### src/pkg/dbe_pkg.sv
// Purpose: Shared constants and types for the data bank and nonvolatile write controller
// Assumes: 20 MHz core clock, 8-bit data space with 8-bit addresses
// Notes:   Offsets, field positions, reset values and cycle counts live here only
`default_nettype none
package dbe_pkg;

    // ------------------------------------------------------------
    // Register map
    // ------------------------------------------------------------
    localparam logic [7:0] DBE_BANK_SEL_ADDR = 8'hE8;
    localparam logic [7:0] DBE_NVM_CTL_ADDR = 8'hEA;
    localparam logic [7:0] DBE_BANK_HI_ADDR = 8'h3F;
    localparam logic [7:0] DBE_CTL_RESET = 8'h00;
    localparam logic [7:0] DBE_ZERO_BYTE = 8'h00;

    // ------------------------------------------------------------
    // Field positions
    // ------------------------------------------------------------
    localparam int DBE_RAM2_BIT = 4;
    localparam int DBE_NVM0_BIT = 0;
    localparam int DBE_STANDBY_BIT = 6;
    localparam int DBE_START_BIT = 3;
    localparam int DBE_ROWMODE_BIT = 2;
    localparam int DBE_BUSY_BIT = 1;
    localparam int DBE_WREN_BIT = 0;

    // ------------------------------------------------------------
    // Programming time
    // ------------------------------------------------------------
    localparam int DBE_CLK_HZ = 20_000_000;
    localparam int DBE_PROG_TIME_MS = 5;
    localparam int DBE_PROG_CYCLES = DBE_PROG_TIME_MS * (DBE_CLK_HZ / 1000);

    // ------------------------------------------------------------
    // Types
    // ------------------------------------------------------------
    typedef logic [7:0][7:0] dbe_row_t;

    typedef struct packed {
        logic wr;
        logic rd;
        logic [7:0] addr;
        logic [7:0] wdata;
    } dbe_bus_req_s;

    typedef enum logic [3:0] {
        DBE_ST_IDLE = 4'b0001,
        DBE_ST_ROW = 4'b0010,
        DBE_ST_PROG_BYTE = 4'b0100,
        DBE_ST_PROG_ROW = 4'b1000
    } dbe_state_e;

endpackage
`default_nettype wire

### src/logic/dbe_nvm_cells.sv
// Purpose: 64-byte nonvolatile cell array with a masked row write port
// Assumes: Cell timing is handled by the caller; a commit lands in one edge
// Notes:   Cells have no reset, their contents survive a system reset
`timescale 1ns/1ps
`default_nettype none
module dbe_nvm_cells
    import dbe_pkg::*;
(
    input wire logic sys_clk,
    input wire logic ce,
    input wire logic prog_en,
    input wire logic [2:0] prog_row,
    input wire logic [7:0] prog_mask,
    input wire dbe_row_t prog_data,
    input wire logic [5:0] rd_addr,
    output logic [7:0] rd_data
);

    logic [7:0] cells [64];

    // ------------------------------------------------------------
    // Commit only the bytes flagged in the mask, the rest keep their value
    // ------------------------------------------------------------
    always_ff @(posedge sys_clk) begin
        if (ce && prog_en) begin
            for (int i = 0; i < 8; i++) begin
                if (prog_mask[i]) begin
                    cells[{prog_row, 3'(i)}] <= prog_data[i];
                end
            end
        end
    end

    assign rd_data = cells[rd_addr];

endmodule
`default_nettype wire

### src/logic/dbe_ctrl.sv
// Purpose: Banked data-space window and nonvolatile write control for an 8-bit core
// Assumes: Core drives one request per cycle on sys_clk; read data appears next edge
// Notes:   Bank register is left uncleared by reset; software writes it before use
`timescale 1ns/1ps
`default_nettype none
module dbe_ctrl
    import dbe_pkg::*;
#(
    parameter int PROG_CYCLES = DBE_PROG_CYCLES
)
(
    input wire logic sys_clk,
    input wire logic resetn,
    input wire logic ce,
    input wire dbe_bus_req_s bus_req,
    output logic [7:0] cpu_rdata,
    output logic nvm_busy,
    output logic nvm_power_down
);

    localparam int CNT_W = $clog2(PROG_CYCLES + 1);
    localparam logic [CNT_W-1:0] CNT_LOAD = CNT_W'(PROG_CYCLES - 1);

    // ------------------------------------------------------------
    // State
    // ------------------------------------------------------------
    logic [7:0] data_bank_select_r;
    logic [7:0] data_bank_select_nxt;
    logic nvm_standby_r;
    logic nvm_standby_nxt;
    logic nvm_write_enable_r;
    logic nvm_write_enable_nxt;
    dbe_state_e state_r;
    dbe_state_e state_nxt;
    logic [CNT_W-1:0] cnt_r;
    logic [CNT_W-1:0] cnt_nxt;
    dbe_row_t lat_r;
    dbe_row_t lat_nxt;
    logic [7:0] mask_r;
    logic [7:0] mask_nxt;
    logic [2:0] row_r;
    logic [2:0] row_nxt;
    logic row_valid_r;
    logic row_valid_nxt;
    logic [7:0] rdata_nxt;
    logic [7:0] ram2_mem [64];

    // ------------------------------------------------------------
    // Decode
    // ------------------------------------------------------------
    function automatic logic in_bank(input logic [7:0] a);
        return a <= DBE_BANK_HI_ADDR;
    endfunction

    wire logic [5:0] page_addr = bus_req.addr[5:0];
    wire logic [2:0] page_row = bus_req.addr[5:3];
    wire logic [2:0] page_col = bus_req.addr[2:0];
    wire logic bank_hit = in_bank(bus_req.addr);
    wire logic ram2_sel = data_bank_select_r[DBE_RAM2_BIT];
    wire logic nvm_sel = data_bank_select_r[DBE_NVM0_BIT];
    wire logic busy = (state_r == DBE_ST_PROG_BYTE) || (state_r == DBE_ST_PROG_ROW);
    wire logic row_mode = (state_r == DBE_ST_ROW) || (state_r == DBE_ST_PROG_ROW);
    wire logic start_bit = (state_r == DBE_ST_PROG_ROW);
    wire logic bank_wr = bus_req.wr && (bus_req.addr == DBE_BANK_SEL_ADDR);
    wire logic ctl_wr = bus_req.wr && (bus_req.addr == DBE_NVM_CTL_ADDR);
    wire logic ctl_rd = bus_req.rd && (bus_req.addr == DBE_NVM_CTL_ADDR);
    wire logic ctl_wr_ok = ctl_wr && !busy;
    // Standby and busy both kill nonvolatile page accesses without a trace; second RAM page accesses still go through
    wire logic nvm_live = nvm_sel && bank_hit && !nvm_standby_r && !busy;
    wire logic row_ok = !row_mode || !row_valid_r || (row_r == page_row);
    wire logic nvm_wr_ok = bus_req.wr && nvm_live && row_ok;
    wire logic nvm_rd_ok = bus_req.rd && nvm_live && row_ok;
    wire logic ram2_wr = bus_req.wr && bank_hit && ram2_sel;
    wire logic ram2_rd = bus_req.rd && bank_hit && ram2_sel;
    wire logic prog_done = busy && (cnt_r == '0);
    wire logic row_start = ctl_wr_ok && (state_r == DBE_ST_ROW)
                           && bus_req.wdata[DBE_START_BIT] && bus_req.wdata[DBE_ROWMODE_BIT]
                           && bus_req.wdata[DBE_WREN_BIT];
    wire logic byte_start = nvm_wr_ok && (state_r == DBE_ST_IDLE) && nvm_write_enable_r;
    wire logic [7:0] ram2_q = ram2_mem[page_addr];
    wire logic [7:0] nvm_q;
    wire logic [7:0] ctl_status = {6'h00, busy, 1'b0};
    wire logic [7:0] prog_mask = mask_r;

    // ------------------------------------------------------------
    // Cell array
    // ------------------------------------------------------------
    dbe_nvm_cells u_cells (
        .sys_clk(sys_clk),
        .ce(ce),
        .prog_en(prog_done),
        .prog_row(row_r),
        .prog_mask(prog_mask),
        .prog_data(lat_r),
        .rd_addr(page_addr),
        .rd_data(nvm_q)
    );

    // ------------------------------------------------------------
    // Control and row latch next state
    // ------------------------------------------------------------
    always_comb begin
        data_bank_select_nxt = data_bank_select_r;
        nvm_standby_nxt = nvm_standby_r;
        nvm_write_enable_nxt = nvm_write_enable_r;
        state_nxt = state_r;
        cnt_nxt = cnt_r;
        lat_nxt = lat_r;
        mask_nxt = mask_r;
        row_nxt = row_r;
        row_valid_nxt = row_valid_r;
        // Whole byte stored; the register has no read path to merge bits from
        if (bank_wr) begin
            data_bank_select_nxt = bus_req.wdata;
        end
        if (ctl_wr_ok) begin
            nvm_standby_nxt = bus_req.wdata[DBE_STANDBY_BIT];
            nvm_write_enable_nxt = bus_req.wdata[DBE_WREN_BIT];
        end
        case (state_r)
            DBE_ST_IDLE: begin
                if (ctl_wr_ok && bus_req.wdata[DBE_ROWMODE_BIT]) begin
                    state_nxt = DBE_ST_ROW;
                    mask_nxt = 8'h00;
                    row_valid_nxt = 1'b0;
                end else if (byte_start) begin
                    // Byte goes straight into one latch slot and commits alone
                    state_nxt = DBE_ST_PROG_BYTE;
                    cnt_nxt = CNT_LOAD;
                    lat_nxt[page_col] = bus_req.wdata;
                    mask_nxt = 8'(1 << page_col);
                    row_nxt = page_row;
                end
            end
            DBE_ST_ROW: begin
                if (ctl_wr_ok && !bus_req.wdata[DBE_ROWMODE_BIT]) begin
                    state_nxt = DBE_ST_IDLE;
                    mask_nxt = 8'h00;
                    row_valid_nxt = 1'b0;
                end else if (row_start) begin
                    state_nxt = DBE_ST_PROG_ROW;
                    cnt_nxt = CNT_LOAD;
                end else if (nvm_wr_ok) begin
                    lat_nxt[page_col] = bus_req.wdata;
                    mask_nxt[page_col] = 1'b1;
                    row_nxt = page_row;
                    row_valid_nxt = 1'b1;
                end
            end
            DBE_ST_PROG_BYTE, DBE_ST_PROG_ROW: begin
                if (prog_done) begin
                    state_nxt = DBE_ST_IDLE;
                    mask_nxt = 8'h00;
                    row_valid_nxt = 1'b0;
                end else begin
                    cnt_nxt = cnt_r - 1'b1;
                end
            end
            default: begin
                state_nxt = DBE_ST_IDLE;
            end
        endcase
    end

    // ------------------------------------------------------------
    // Read data
    // ------------------------------------------------------------
    always_comb begin
        rdata_nxt = DBE_ZERO_BYTE;
        if (ctl_rd) begin
            rdata_nxt = ctl_status;
        end else if (bus_req.rd && bank_hit) begin
            // Two enabled pages overlap on the bus, as they would in silicon
            rdata_nxt = (ram2_rd ? ram2_q : DBE_ZERO_BYTE)
                        | (nvm_rd_ok ? nvm_q : DBE_ZERO_BYTE);
        end
    end

    // ------------------------------------------------------------
    // Registers
    // ------------------------------------------------------------
    // No reset and no save/restore path on the bank register
    always_ff @(posedge sys_clk) begin
        if (ce) begin
            data_bank_select_r <= data_bank_select_nxt;
        end
    end

    always_ff @(posedge sys_clk) begin
        if (!resetn) begin
            nvm_standby_r <= DBE_CTL_RESET[DBE_STANDBY_BIT];
            nvm_write_enable_r <= DBE_CTL_RESET[DBE_WREN_BIT];
            state_r <= DBE_ST_IDLE;
            cnt_r <= '0;
            mask_r <= 8'h00;
            row_valid_r <= 1'b0;
            cpu_rdata <= DBE_ZERO_BYTE;
        end else if (ce) begin
            nvm_standby_r <= nvm_standby_nxt;
            nvm_write_enable_r <= nvm_write_enable_nxt;
            state_r <= state_nxt;
            cnt_r <= cnt_nxt;
            mask_r <= mask_nxt;
            row_valid_r <= row_valid_nxt;
            cpu_rdata <= rdata_nxt;
        end
    end

    always_ff @(posedge sys_clk) begin
        if (ce) begin
            lat_r <= lat_nxt;
            row_r <= row_nxt;
        end
    end

    always_ff @(posedge sys_clk) begin
        if (ce && ram2_wr) begin
            ram2_mem[page_addr] <= bus_req.wdata;
        end
    end

    assign nvm_busy = busy;
    assign nvm_power_down = nvm_standby_r;

    // Counts busy cycles so the whole duration is checked, not only a prefix
    logic [CNT_W-1:0] busy_cnt_r;

    always_ff @(posedge sys_clk) begin
        if (!resetn) begin
            busy_cnt_r <= '0;
        end else if (ce) begin
            busy_cnt_r <= busy ? busy_cnt_r + 1'b1 : '0;
        end
    end
endmodule
`default_nettype wire

### config.mk
export PLATFORM = sky130hd
export DESIGN_NAME = dbe_ctrl
export DESIGN_NICKNAME = d
export VERILOG_FILES = /design/src/pkg/dbe_pkg.sv /design/src/logic/dbe_nvm_cells.sv /design/src/logic/dbe_ctrl.sv
export SDC_FILE = /design/constraint.sdc
export NUM_CORES = 1
export LEC_CHECK = 0
export BUFFER_PORTS_ARGS = -buffer_cell sky130_fd_sc_hd__buf_2
export CAP_MARGIN = 15
export CORE_UTILIZATION = 60
export DETAILED_ROUTE_END_ITERATION = 10
export PLACE_DENSITY = 0.76
export REMOVE_ABC_BUFFERS = 1
export SYNTH_ARGS = -nofsm -noshare
export SYNTH_HDL_FRONTEND = slang
export SYNTH_SLANG_ARGS = --single-unit
### constraint.sdc
create_clock -name sys_clk -period 3.65 [get_ports sys_clk]
set_input_delay 0 -clock sys_clk [delete_from_list [all_inputs] [get_ports sys_clk]]
set_output_delay 0 -clock sys_clk [all_outputs]
set_load 0.01 [all_outputs]
Word level (Yosys, flattened, before mapping)
Memories as Yosys holds them, arrays and structs flattened.
Index checks and enable logic that the tools add are counted.
- bits in registers: 112
- RAM bits: 1024
- input port bits: 21
- output and inout bits: 10
- logic and storage cells: 165
- memories: 2
- $add $sub $neg: 1
- magnitude comparators: 3
- eq/ne operators: 20
- shift operators: 1
- multiplexer cells: 72
- bitwise logic cells: 2
- reduce and logical (&&, ||, !) cells: 47
- memories (memory ; depth ; bits a word ; read ports ; clocked after Yosys merged registers in ; write ports ; line ; source):
    ram2_mem ; 64 ; 8 ; 1 ; 0 ; 1 ; dbe_ctrl.sv:46 ; logic [7:0] ram2_mem [64];
    u_cells.cells ; 64 ; 8 ; 1 ; 0 ; 8 ; dbe_nvm_cells.sv:19 ; logic [7:0] cells [64];
- operators with widths (operator ; number):
    64-bit 2-to-1 mux ; 5
    64-bit case mux with 2 select lines ; 1
    8-bit 2-to-1 mux ; 11
    17-bit 2-to-1 mux ; 5
    64-bit bitwise mux ; 1
    17-bit case mux with 3 select lines ; 1
    1-bit 2-to-1 mux ; 32
    1-bit logical AND ; 27
    8-bit demux with 3-bit select ; 1
    8-bit case mux with 3 select lines ; 1
    4-bit 2-to-1 mux ; 5
    17-bit zero test ; 1
    17-bit by 1-bit subtractor with 17-bit output (second input constant) ; 1
    8-bit equality test (second input constant) ; 2
    8-bit OR ; 2
    3-bit 2-to-1 mux ; 5
    2-bit != test (second input constant) ; 7
    7-bit AND reduction ; 2
    3-bit by 2-bit != test with 1-bit output (second input constant) ; 4
    4-bit case mux with 3 select lines ; 1
    6-bit AND reduction ; 2
    8-bit by 6-bit <= comparator with 1-bit output (second input constant) ; 1
    1-bit by 3-bit << shifter with 8-bit output (first input constant) ; 1
    3-bit case mux with 2 select lines ; 1
    other kinds (17) ; 26

Depth between registers and ports, before layout
Gate-level depths: netlist of the first run.
- depth after elaboration: 11
- gate-level depth with buffers: 12
- depth with buffers taken out: 9

Hierarchy
A second synthesis of the first run with hierarchy kept.
- cell total of the unflattened synthesis: 2336
- area total of the unflattened synthesis: 44187.4 µm²
- modules (own cells, without submodules) (module ; instances ; cells an instance ; area each (µm²) ; seq. area each (µm²)):
    dbe_ctrl ; 1 ; 1410 ; 24265.8 ; 18247.5
    dbe_nvm_cells ; 1 ; 926 ; 19921.6 ; 15374.7

Worst setup path after synthesis of the first run
No wires, ideal clock.
- path kind: reg-to-reg
- start point: register cnt_r[12]
- end point: memory u_cells.cells[56][0], enable pin
- library setup time: 0.370 ns
- arrival time: 2.352 ns
- required time: 3.280 ns
- slack: 0.928 ns
- cell stages (with the launch flop): 7
- path buffers: 1
- period minus slack after synthesis: 2.722 ns
- cells stage by stage: dfxtp_1 -> or4_1 -> nor4_1 -> and2_1 -> clkbuf_1 -> nand2_1 -> nor2_1
- RTL lines (what ; line ; source):
    start, declared ; dbe_ctrl.sv:35 ; logic [CNT_W-1:0] cnt_r;
    start signal, assigned ; dbe_ctrl.sv:202 ; cnt_r <= cnt_nxt;
    end, declared ; dbe_nvm_cells.sv:19 ;

==> impl_metrics.json, run 1 <==
{
  "run_status": "finished, final reports clean",
  "synth_seq_cells": 1133,
  "route.vias.total": 26009,
  "mappedNetlistArea_mm2": 0.0439,
  "avgSynthCellArea_um2": 18.3,
  "clock_tree_from_tritoncts": "done",
  "switching_share_pct": 21.8,
  "fill_cells": 4381,
  "p_int_mw": 20.5,
  "worstSetupPathType": "reg2reg",
  "worstSetupEndpoint": "u_cells.cells[34][7]",
  "num_io_pins": 31,
  "synthTopCellsByCount": "edfxtp_1, nor2_1, mux4_2",
  "setup.worst_path.start_class": "flip-flop",
  "grt_overflow": 0,
  "place.detailed.hpwl_mm": 83.0,
  "overall_track_demand_over_capacity_in_global_routing_pct": 35.2,
  "tns_ns": 0,
  "whs_path_cells": 1,
  "post_cts_resize_count": 0,
  "clk_pin_slew_ns": 0.07,
  "timing.hold.worst.class": "in2reg",
  "crit-reg2reg-launch": "cnt_r[8]",
  "worst_vdd_ir_uv": 439,
  "grt_antenna_before_repair": 4,
  "clockPowerShare_pct": 40.9,
  "synthMostInstantiatedCell": "edfxtp_1",
  "finalWeightedCongestion": 1.06,
  "total_switching_power_mw": 5.73,
  "worstMarginPinSlew_ns": 1.18,
  "capturing_point_of_the_worst_reg2reg_path": "u_cells.cells[34][7]",
  "cts.sinks": 1133,
  "worst-path-max-fanout": 8,
  "wire_length_per_cell_after_detailed_routing_um": 35.2,
  "final.period_utilization_pct": 90.3,
  "gate_count_after_technology_mapping": 2402,
  "final.min_clock_period_ns": 3.30,
  "place.port_buffers": 30,
  "initialDrtViolationCount": 4836,
  "skew_ns": 0.0252,
  "floorplan.initialDensity_pct": 61.0,
  "worst-endpoint-arrival_ns": 3.60,
  "cap_viol_max_count": 0,
  "finish.utilization_pct": 69.1,
  "die_width_um": 273,
  "clock_latency_ns": 0.68,
  "chipHeight_um": 273,
  "num_rows": 98,
  "worst-endpoint-required_ns": 3.95,
  "timing.critical_path.from": "cnt_r[8]",
  "final-max-slew-violation-count": 0,
  "synth-edff-count": 1093,
  "share_of_synthesized_area_occupied_by_flip_flops_and_latches_pct": 76.5,
  "ys_warn_count": 0,
  "numCtsBuffers": 106,
  "area_enclosed_by_the_die_boundary_mm2": 0.0743,
  "total_power_mw": 26.3,
  "first_pass_grt_wire_length_mm": 182,
  "synth_top_cells_by_area": "edfxtp_1, mux4_2, mux2i_1",
  "reg2reg_depth": 7,
  "p_leak_nw": 16.0,
  "share_of_final_layout_standard_cells_stronger_than_drive_strength_1_pct": 22.5,
  "combPwrFrac_pct": 4.9,
  "clockRootBuffer": "clkbuf_16",
  "synth_largest_type_area_fraction_pct": 74.7,
  "netlist-cell-type-count": 69,
  "worstSetupEndpointType": "flip-flop",
  "setup_repair_after_global_routing_missed_its_margin": "false",
  "reg2reg_setup_slack_ns": 0.35,
  "h-tree-depth": 3,
  "drc": 0,
  "vias_per_instance": 7.13,
  "grt_start_max_net_pins": 84,
  "setup-violations-final": 0,
  "hold_violations": 0,
  "drt_pass1_iterations": 8,
  "synth_top_flop_cell": "edfxtp_1",
  "drt-total-wl_mm": 129,
  "synth_async_sr_flop_share_pct": 0,
  "clock_path_buffers": 3,
  "power.density_mw_per_mm2": 528,
  "area_growth_syn_to_layout_pct": 13.3,
  "area_of_the_placeable_core_mm2": 0.0720,
  "slew_headroom_pct": 21.6,
  "seq_power_share_pct": 54.2,
  "synth_largest_area_cell": "edfxtp_1",
  "ant_nets": 0,
  "first_global_vias": 24979,
  "fin_nets": 2632,
  "max_clk_rate_ghz": 0.303
}
-- worst max-delay path, cell delays in order, from the launching register on --
cell	delay [ns]
dfxtp_1	0.40
nor3_1	0.29
nand2b_1	0.20
nor4_1	0.36
buf_4	0.21
and2_1	0.49
nand2_1	0.40
nor2_1	0.57
-- how the worst min path moves through the flow --
stage	from	endpoint	slack, ns
finish	bus_req[1]	ram2_mem[25][1]	0.04
global route	bus_req[1]	ram2_mem[25][1]	0.05
CTS	bus_req[15]	cpu_rdata[1]	0.06
detailed placement	resetn	state_r[0]	0.39
global placement	ce	nvm_power_down	0.38
floorplan	resetn	state_r[0]	0.09
-- cells by family (layout without fill, tap and decap cells) --
| kind of cell | count (synthesis) | in the layout | share of synthesized area, % |
|---|---|---|---|
| other | 0 | 1 | 0 |
| AND/OR/NAND/NOR | 411 | 411 | 4.29 |
| adder cells (fa/ha/maj) | 2 | 2 | 0.0570 |
| AO/OA/AOI/OAI | 376 | 376 | 6.04 |
| flip-flops | 1133 | 1133 | 76.5 |
| buffers and inverters | 154 | 449 | 1.55 |
| multiplexers | 318 | 318 | 11.4 |
| XOR/XNOR | 8 | 8 | 0.160 |
-- placed cells by master (no fill, tap or decap), types with 11 or more instances in the layout --
master / instances
a21oi_1: 66
nand3_1: 22
o221ai_1: 42
dfxtp_1: 40
mux2_2: 63
clkbuf_1: 18
mux2i_1: 117
dlygate4sd3_1: 15
o22ai_1: 46
nand4_1: 15
nor2_1: 185
a221oi_1: 13
a22oi_1: 31
nand2b_1: 11
mux4_2: 138
buf_2: 27
clkinv_1: 22
nand2_1: 93
edfxtp_1: 1093
o211ai_1: 47
clkinv_2: 16
nor3_1: 15
o21ai_0: 46
buf_4: 193
clkbuf_16: 109
-- flip-flops by register name, summed over array words and instances (netlist names) --
name	count
u_cells.cells	512
cnt_r	17
mask_r	8
data_bank_select_r	2
lat_r	64
state_r	4
cpu_rdata	8
ram2_mem	512
row_r	3
nvm_write_enable_r	1
row_valid_r	1
nvm_power_down	1
-- power by group through the flow --
stage / logic [mW] / clock network, mW / registers [mW]
floorplan: 0.541 / 0 / 14.5
global placement: 1.20 / 0 / 14.5
detailed placement: 1.22 / 0 / 14.5
CTS: 1.24 / 10.8 / 14.2
global route: 1.32 / 11.3 / 14.2
finish: 1.28 / 10.7 / 14.2
-- metrics by stage --
step           cell area [um2]  setup WS [ns]  instances  hold slack [ns]
2_1_floorplan            43300          0.886       2257           0.0889
3_3_place_gp             46200          0.519       3435            0.383
3_5_place_dp             46200          0.472       3436            0.394
4_1_cts                  49700          0.423       3647           0.0607
5_1_grt                  49700          0.140       3647           0.0537
6_report                 49700          0.352       3648           0.0405
-- repair_timing --
| action | in CTS | in global routing |
|---|---|---|
| setup buffers | 0 | 0 |
| endpoints found under the hold margin | 143 | 0 |
| hold buffers | 15 | 0 |
-- per-layer routing --
layer / part of all wire (%) / global-route usage (%) / vias up
li1: - / - / 10231
met2: 45 / 52.5 / 2413
met5: 0.053 / 0 / -
met1: 37 / 50.7 / 13003
met4: 4.3 / 13.0 / 4
met3: 14 / 9.10 / 358
-- layout make-up --
cell class	instances	area (um2)	area share, %
diodes	1	2.50	0.00503
clock buffers	127	2800	5.62
clock inverters	69	579	1.16
inverters	9	33.8	0.0679
multi-input cells	1115	9640	19.4
flip-flops and latches	1133	33600	67.6
well taps	950	1190	2.39
repair buffers	244	1890	3.80
Power figures use the tool's default switching activity.
==> run 2: changes to the inputs <==
--- a/config.mk
+++ b/config.mk
@@ -7,6 +7,7 @@
 export LEC_CHECK = 0
 export BUFFER_PORTS_ARGS = -buffer_cell sky130_fd_sc_hd__buf_2
 export CAP_MARGIN = 15
+export CORE_MARGIN = 2
 export CORE_UTILIZATION = 60
 export DETAILED_ROUTE_END_ITERATION = 10
 export PLACE_DENSITY = 0.76
==> impl_metrics.json, run 2 (same netlist as run 1, synthesis figures left out) <==
{
  "run_status": "finished, final reports clean",
  "setup_repair_after_global_routing_missed_its_margin": "false",
  "num_io_pins": 31,
  "clock_latency_ns": 0.68,
  "tns_ns": 0,
  "hold_violations": 0,
  "num_rows": 99,
  "clock_path_buffers": 3,
  "floorplan.initialDensity_pct": 60.4,
  "p_leak_nw": 15.9,
  "worstPathCellList": "nor4b_1 -> o21ai_0 -> a211oi_1 -> o221a_2 -> nand3_1 -> nor2_1",
  "worst-endpoint-arrival_ns": 3.67,
  "launch_instance_of_the_worst_min_delay_path": "bus_req[7]",
  "timing.hold.worst.class": "in2reg",
  "crit_buf_inv": 0,
  "route.vias.total": 25775,
  "worstSetupEndpointType": "flip-flop",
  "skew_ns": 0.0298,
  "drc": 0,
  "critPathMaxStageDelay_ns": 0.73,
  "share_of_final_layout_standard_cells_stronger_than_drive_strength_1_pct": 21.2,
  "worstSetupPathType": "reg2reg",
  "setup.worst_path.start_class": "flip-flop",
  "fill_cells": 4527,
  "crit-reg2reg-launch": "nvm_power_down",
  "first_pass_grt_wire_length_mm": 182,
  "drt_pass1_iterations": 6,
  "route.top_layer_used": "met5",
  "initialDrtViolationCount": 4584,
  "overall_track_demand_over_capacity_in_global_routing_pct": 34.6,
  "mostFrequentLayoutCells": "edfxtp_1, nor2_1, buf_4, mux4_2, mux2i_1",
  "die_width_um": 275,
  "fin_cells": 3623,
  "h-tree-depth": 3,
  "vias_per_instance": 7.11,
  "power.density_mw_per_mm2": 531,
  "critPathTopFamily": "simple AND/OR/NAND/NOR gates",
  "area_growth_syn_to_layout_pct": 12.7,
  "clock_tree_from_tritoncts": "done",
  "worstMarginPinSlew_ns": 1.25,
  "timing.critical_path.slowest_stage_cell": "nor2_1",
  "final-max-slew-violation-count": 0,
  "worst-endpoint-required_ns": 3.95,
  "final_common_cell": "edfxtp_1",
  "met1_length_mm": 46.4,
  "area_of_the_placeable_core_mm2": 0.0727,
  "numCtsBuffers": 107,
  "setup-violations-final": 0,
  "place.detailed.hpwl_mm": 81.8,
  "reg2reg_setup_slack_ns": 0.28,
  "wire_length_per_cell_after_detailed_routing_um": 35.5,
  "seq_area_mm2": 0.0336,
  "grt_antenna_before_repair": 2,
  "max_clk_rate_ghz": 0.297,
  "place.port_buffers": 30,
  "slew_headroom_pct": 16.1,
  "grt_overflow": 0,
  "final.min_clock_period_ns": 3.37,
  "grt_start_max_net_pins": 75,
  "placed_cells": 3412,
  "cap_viol_max_count": 0,
  "cts.sinks": 1133,
  "worst-path-max-fanout": 9,
  "area_enclosed_by_the_die_boundary_mm2": 0.0754,
  "finalWeightedCongestion": 1.03,
  "post_cts_resize_count": 0,
  "worstHoldEndpoint": "lat_r[47]",
  "clockRootBuffer": "clkbuf_16",
  "met3_routed_length_mm": 19.0,
  "capturing_point_of_the_worst_reg2reg_path": "lat_r[45]",
  "reg2reg_depth": 6,
  "whs_path_cells": 1,
  "length_of_routed_met2_wiring_mm": 58.2,
  "total_power_mw": 26.3,
  "final.period_utilization_pct": 92.2,
  "ant_nets": 0,
  "antenna_cells": 0,
  "chipHeight_um": 275,
  "multi_input_area_mm2": 0.00964,
  "worst_vdd_ir_uv": 390,
  "fin_nets": 2598,
  "drt-total-wl_mm": 129,
  "largest_registers": "ram2_mem x512, u_cells.cells x512, lat_r x64",
  "clk_pin_slew_ns": 0.07,
  "first_global_vias": 24800
}
## run 2: through the flow
| stage | hold slack [ns] | worst slack, ns | utilization (%) | instance area, um2 |
|---|---|---|---|---|
| 2_1_floorplan | 0.0889 | 0.886 | - | 43300 |
| 3_3_place_gp | 0.390 | 0.611 | 63.3 | 46000 |
| 3_5_place_dp | 0.398 | 0.500 | 63.3 | 46000 |
| 4_1_cts | 0.00523 | 0.357 | 68.1 | 49500 |
| 5_1_grt | 0.0436 | 0.0430 | 68.1 | 49500 |
| 6_report | 0.0130 | 0.283 | 68.1 | 49500 |
## run 2: how the worst max path moves through the flow
stage | startpoint | end | slack (ns) | cells after the start
after floorplan | state_r[2] | u_cells.cells[56][0] | 0.89 | 6
after global placement | bus_req[8] | cpu_rdata[0] | 0.61 | 7
after detailed placement | nvm_power_down | lat_r[42] | 0.50 | 6
after CTS | nvm_power_down | lat_r[43] | 0.36 | 6
after global routing | nvm_power_down | lat_r[46] | 0.04 | 6
final | nvm_power_down | lat_r[45] | 0.28 | 6
## run 2: area by class of cell
cell class                 instances  share of cell area [%]
sequential                      1133                    67.9
multi-input combinational       1115                    19.5
inverter                           9                  0.0682
tap                              959                    2.42
clock buffer                     134                    5.70
timing repair buffer             209                    3.30
clock inverter                    64                    1.12
## run 2: power by group
group / switching [mW] / internal, mW / total [mW]
registers: 0.0469 / 14.2 / 14.2
clock network: 4.80 / 6.01 / 10.8
logic: 0.858 / 0.413 / 1.27
## run 2: timing repair
action / in CTS / in global routing
hold buffers: 13 / 0
buffers inserted: 0 / 0
endpoints found under the hold margin: 63 / 0
## run 2: routing by layer
| layer | global-route usage, % | vias up |
|---|---|---|
| met4 | 11.9 | 2 |
| met5 | 0 | - |
| met1 | 49.7 | 12955 |
| met3 | 9.52 | 317 |
| met2 | 51.8 | 2362 |
| li1 | - | 10139 |
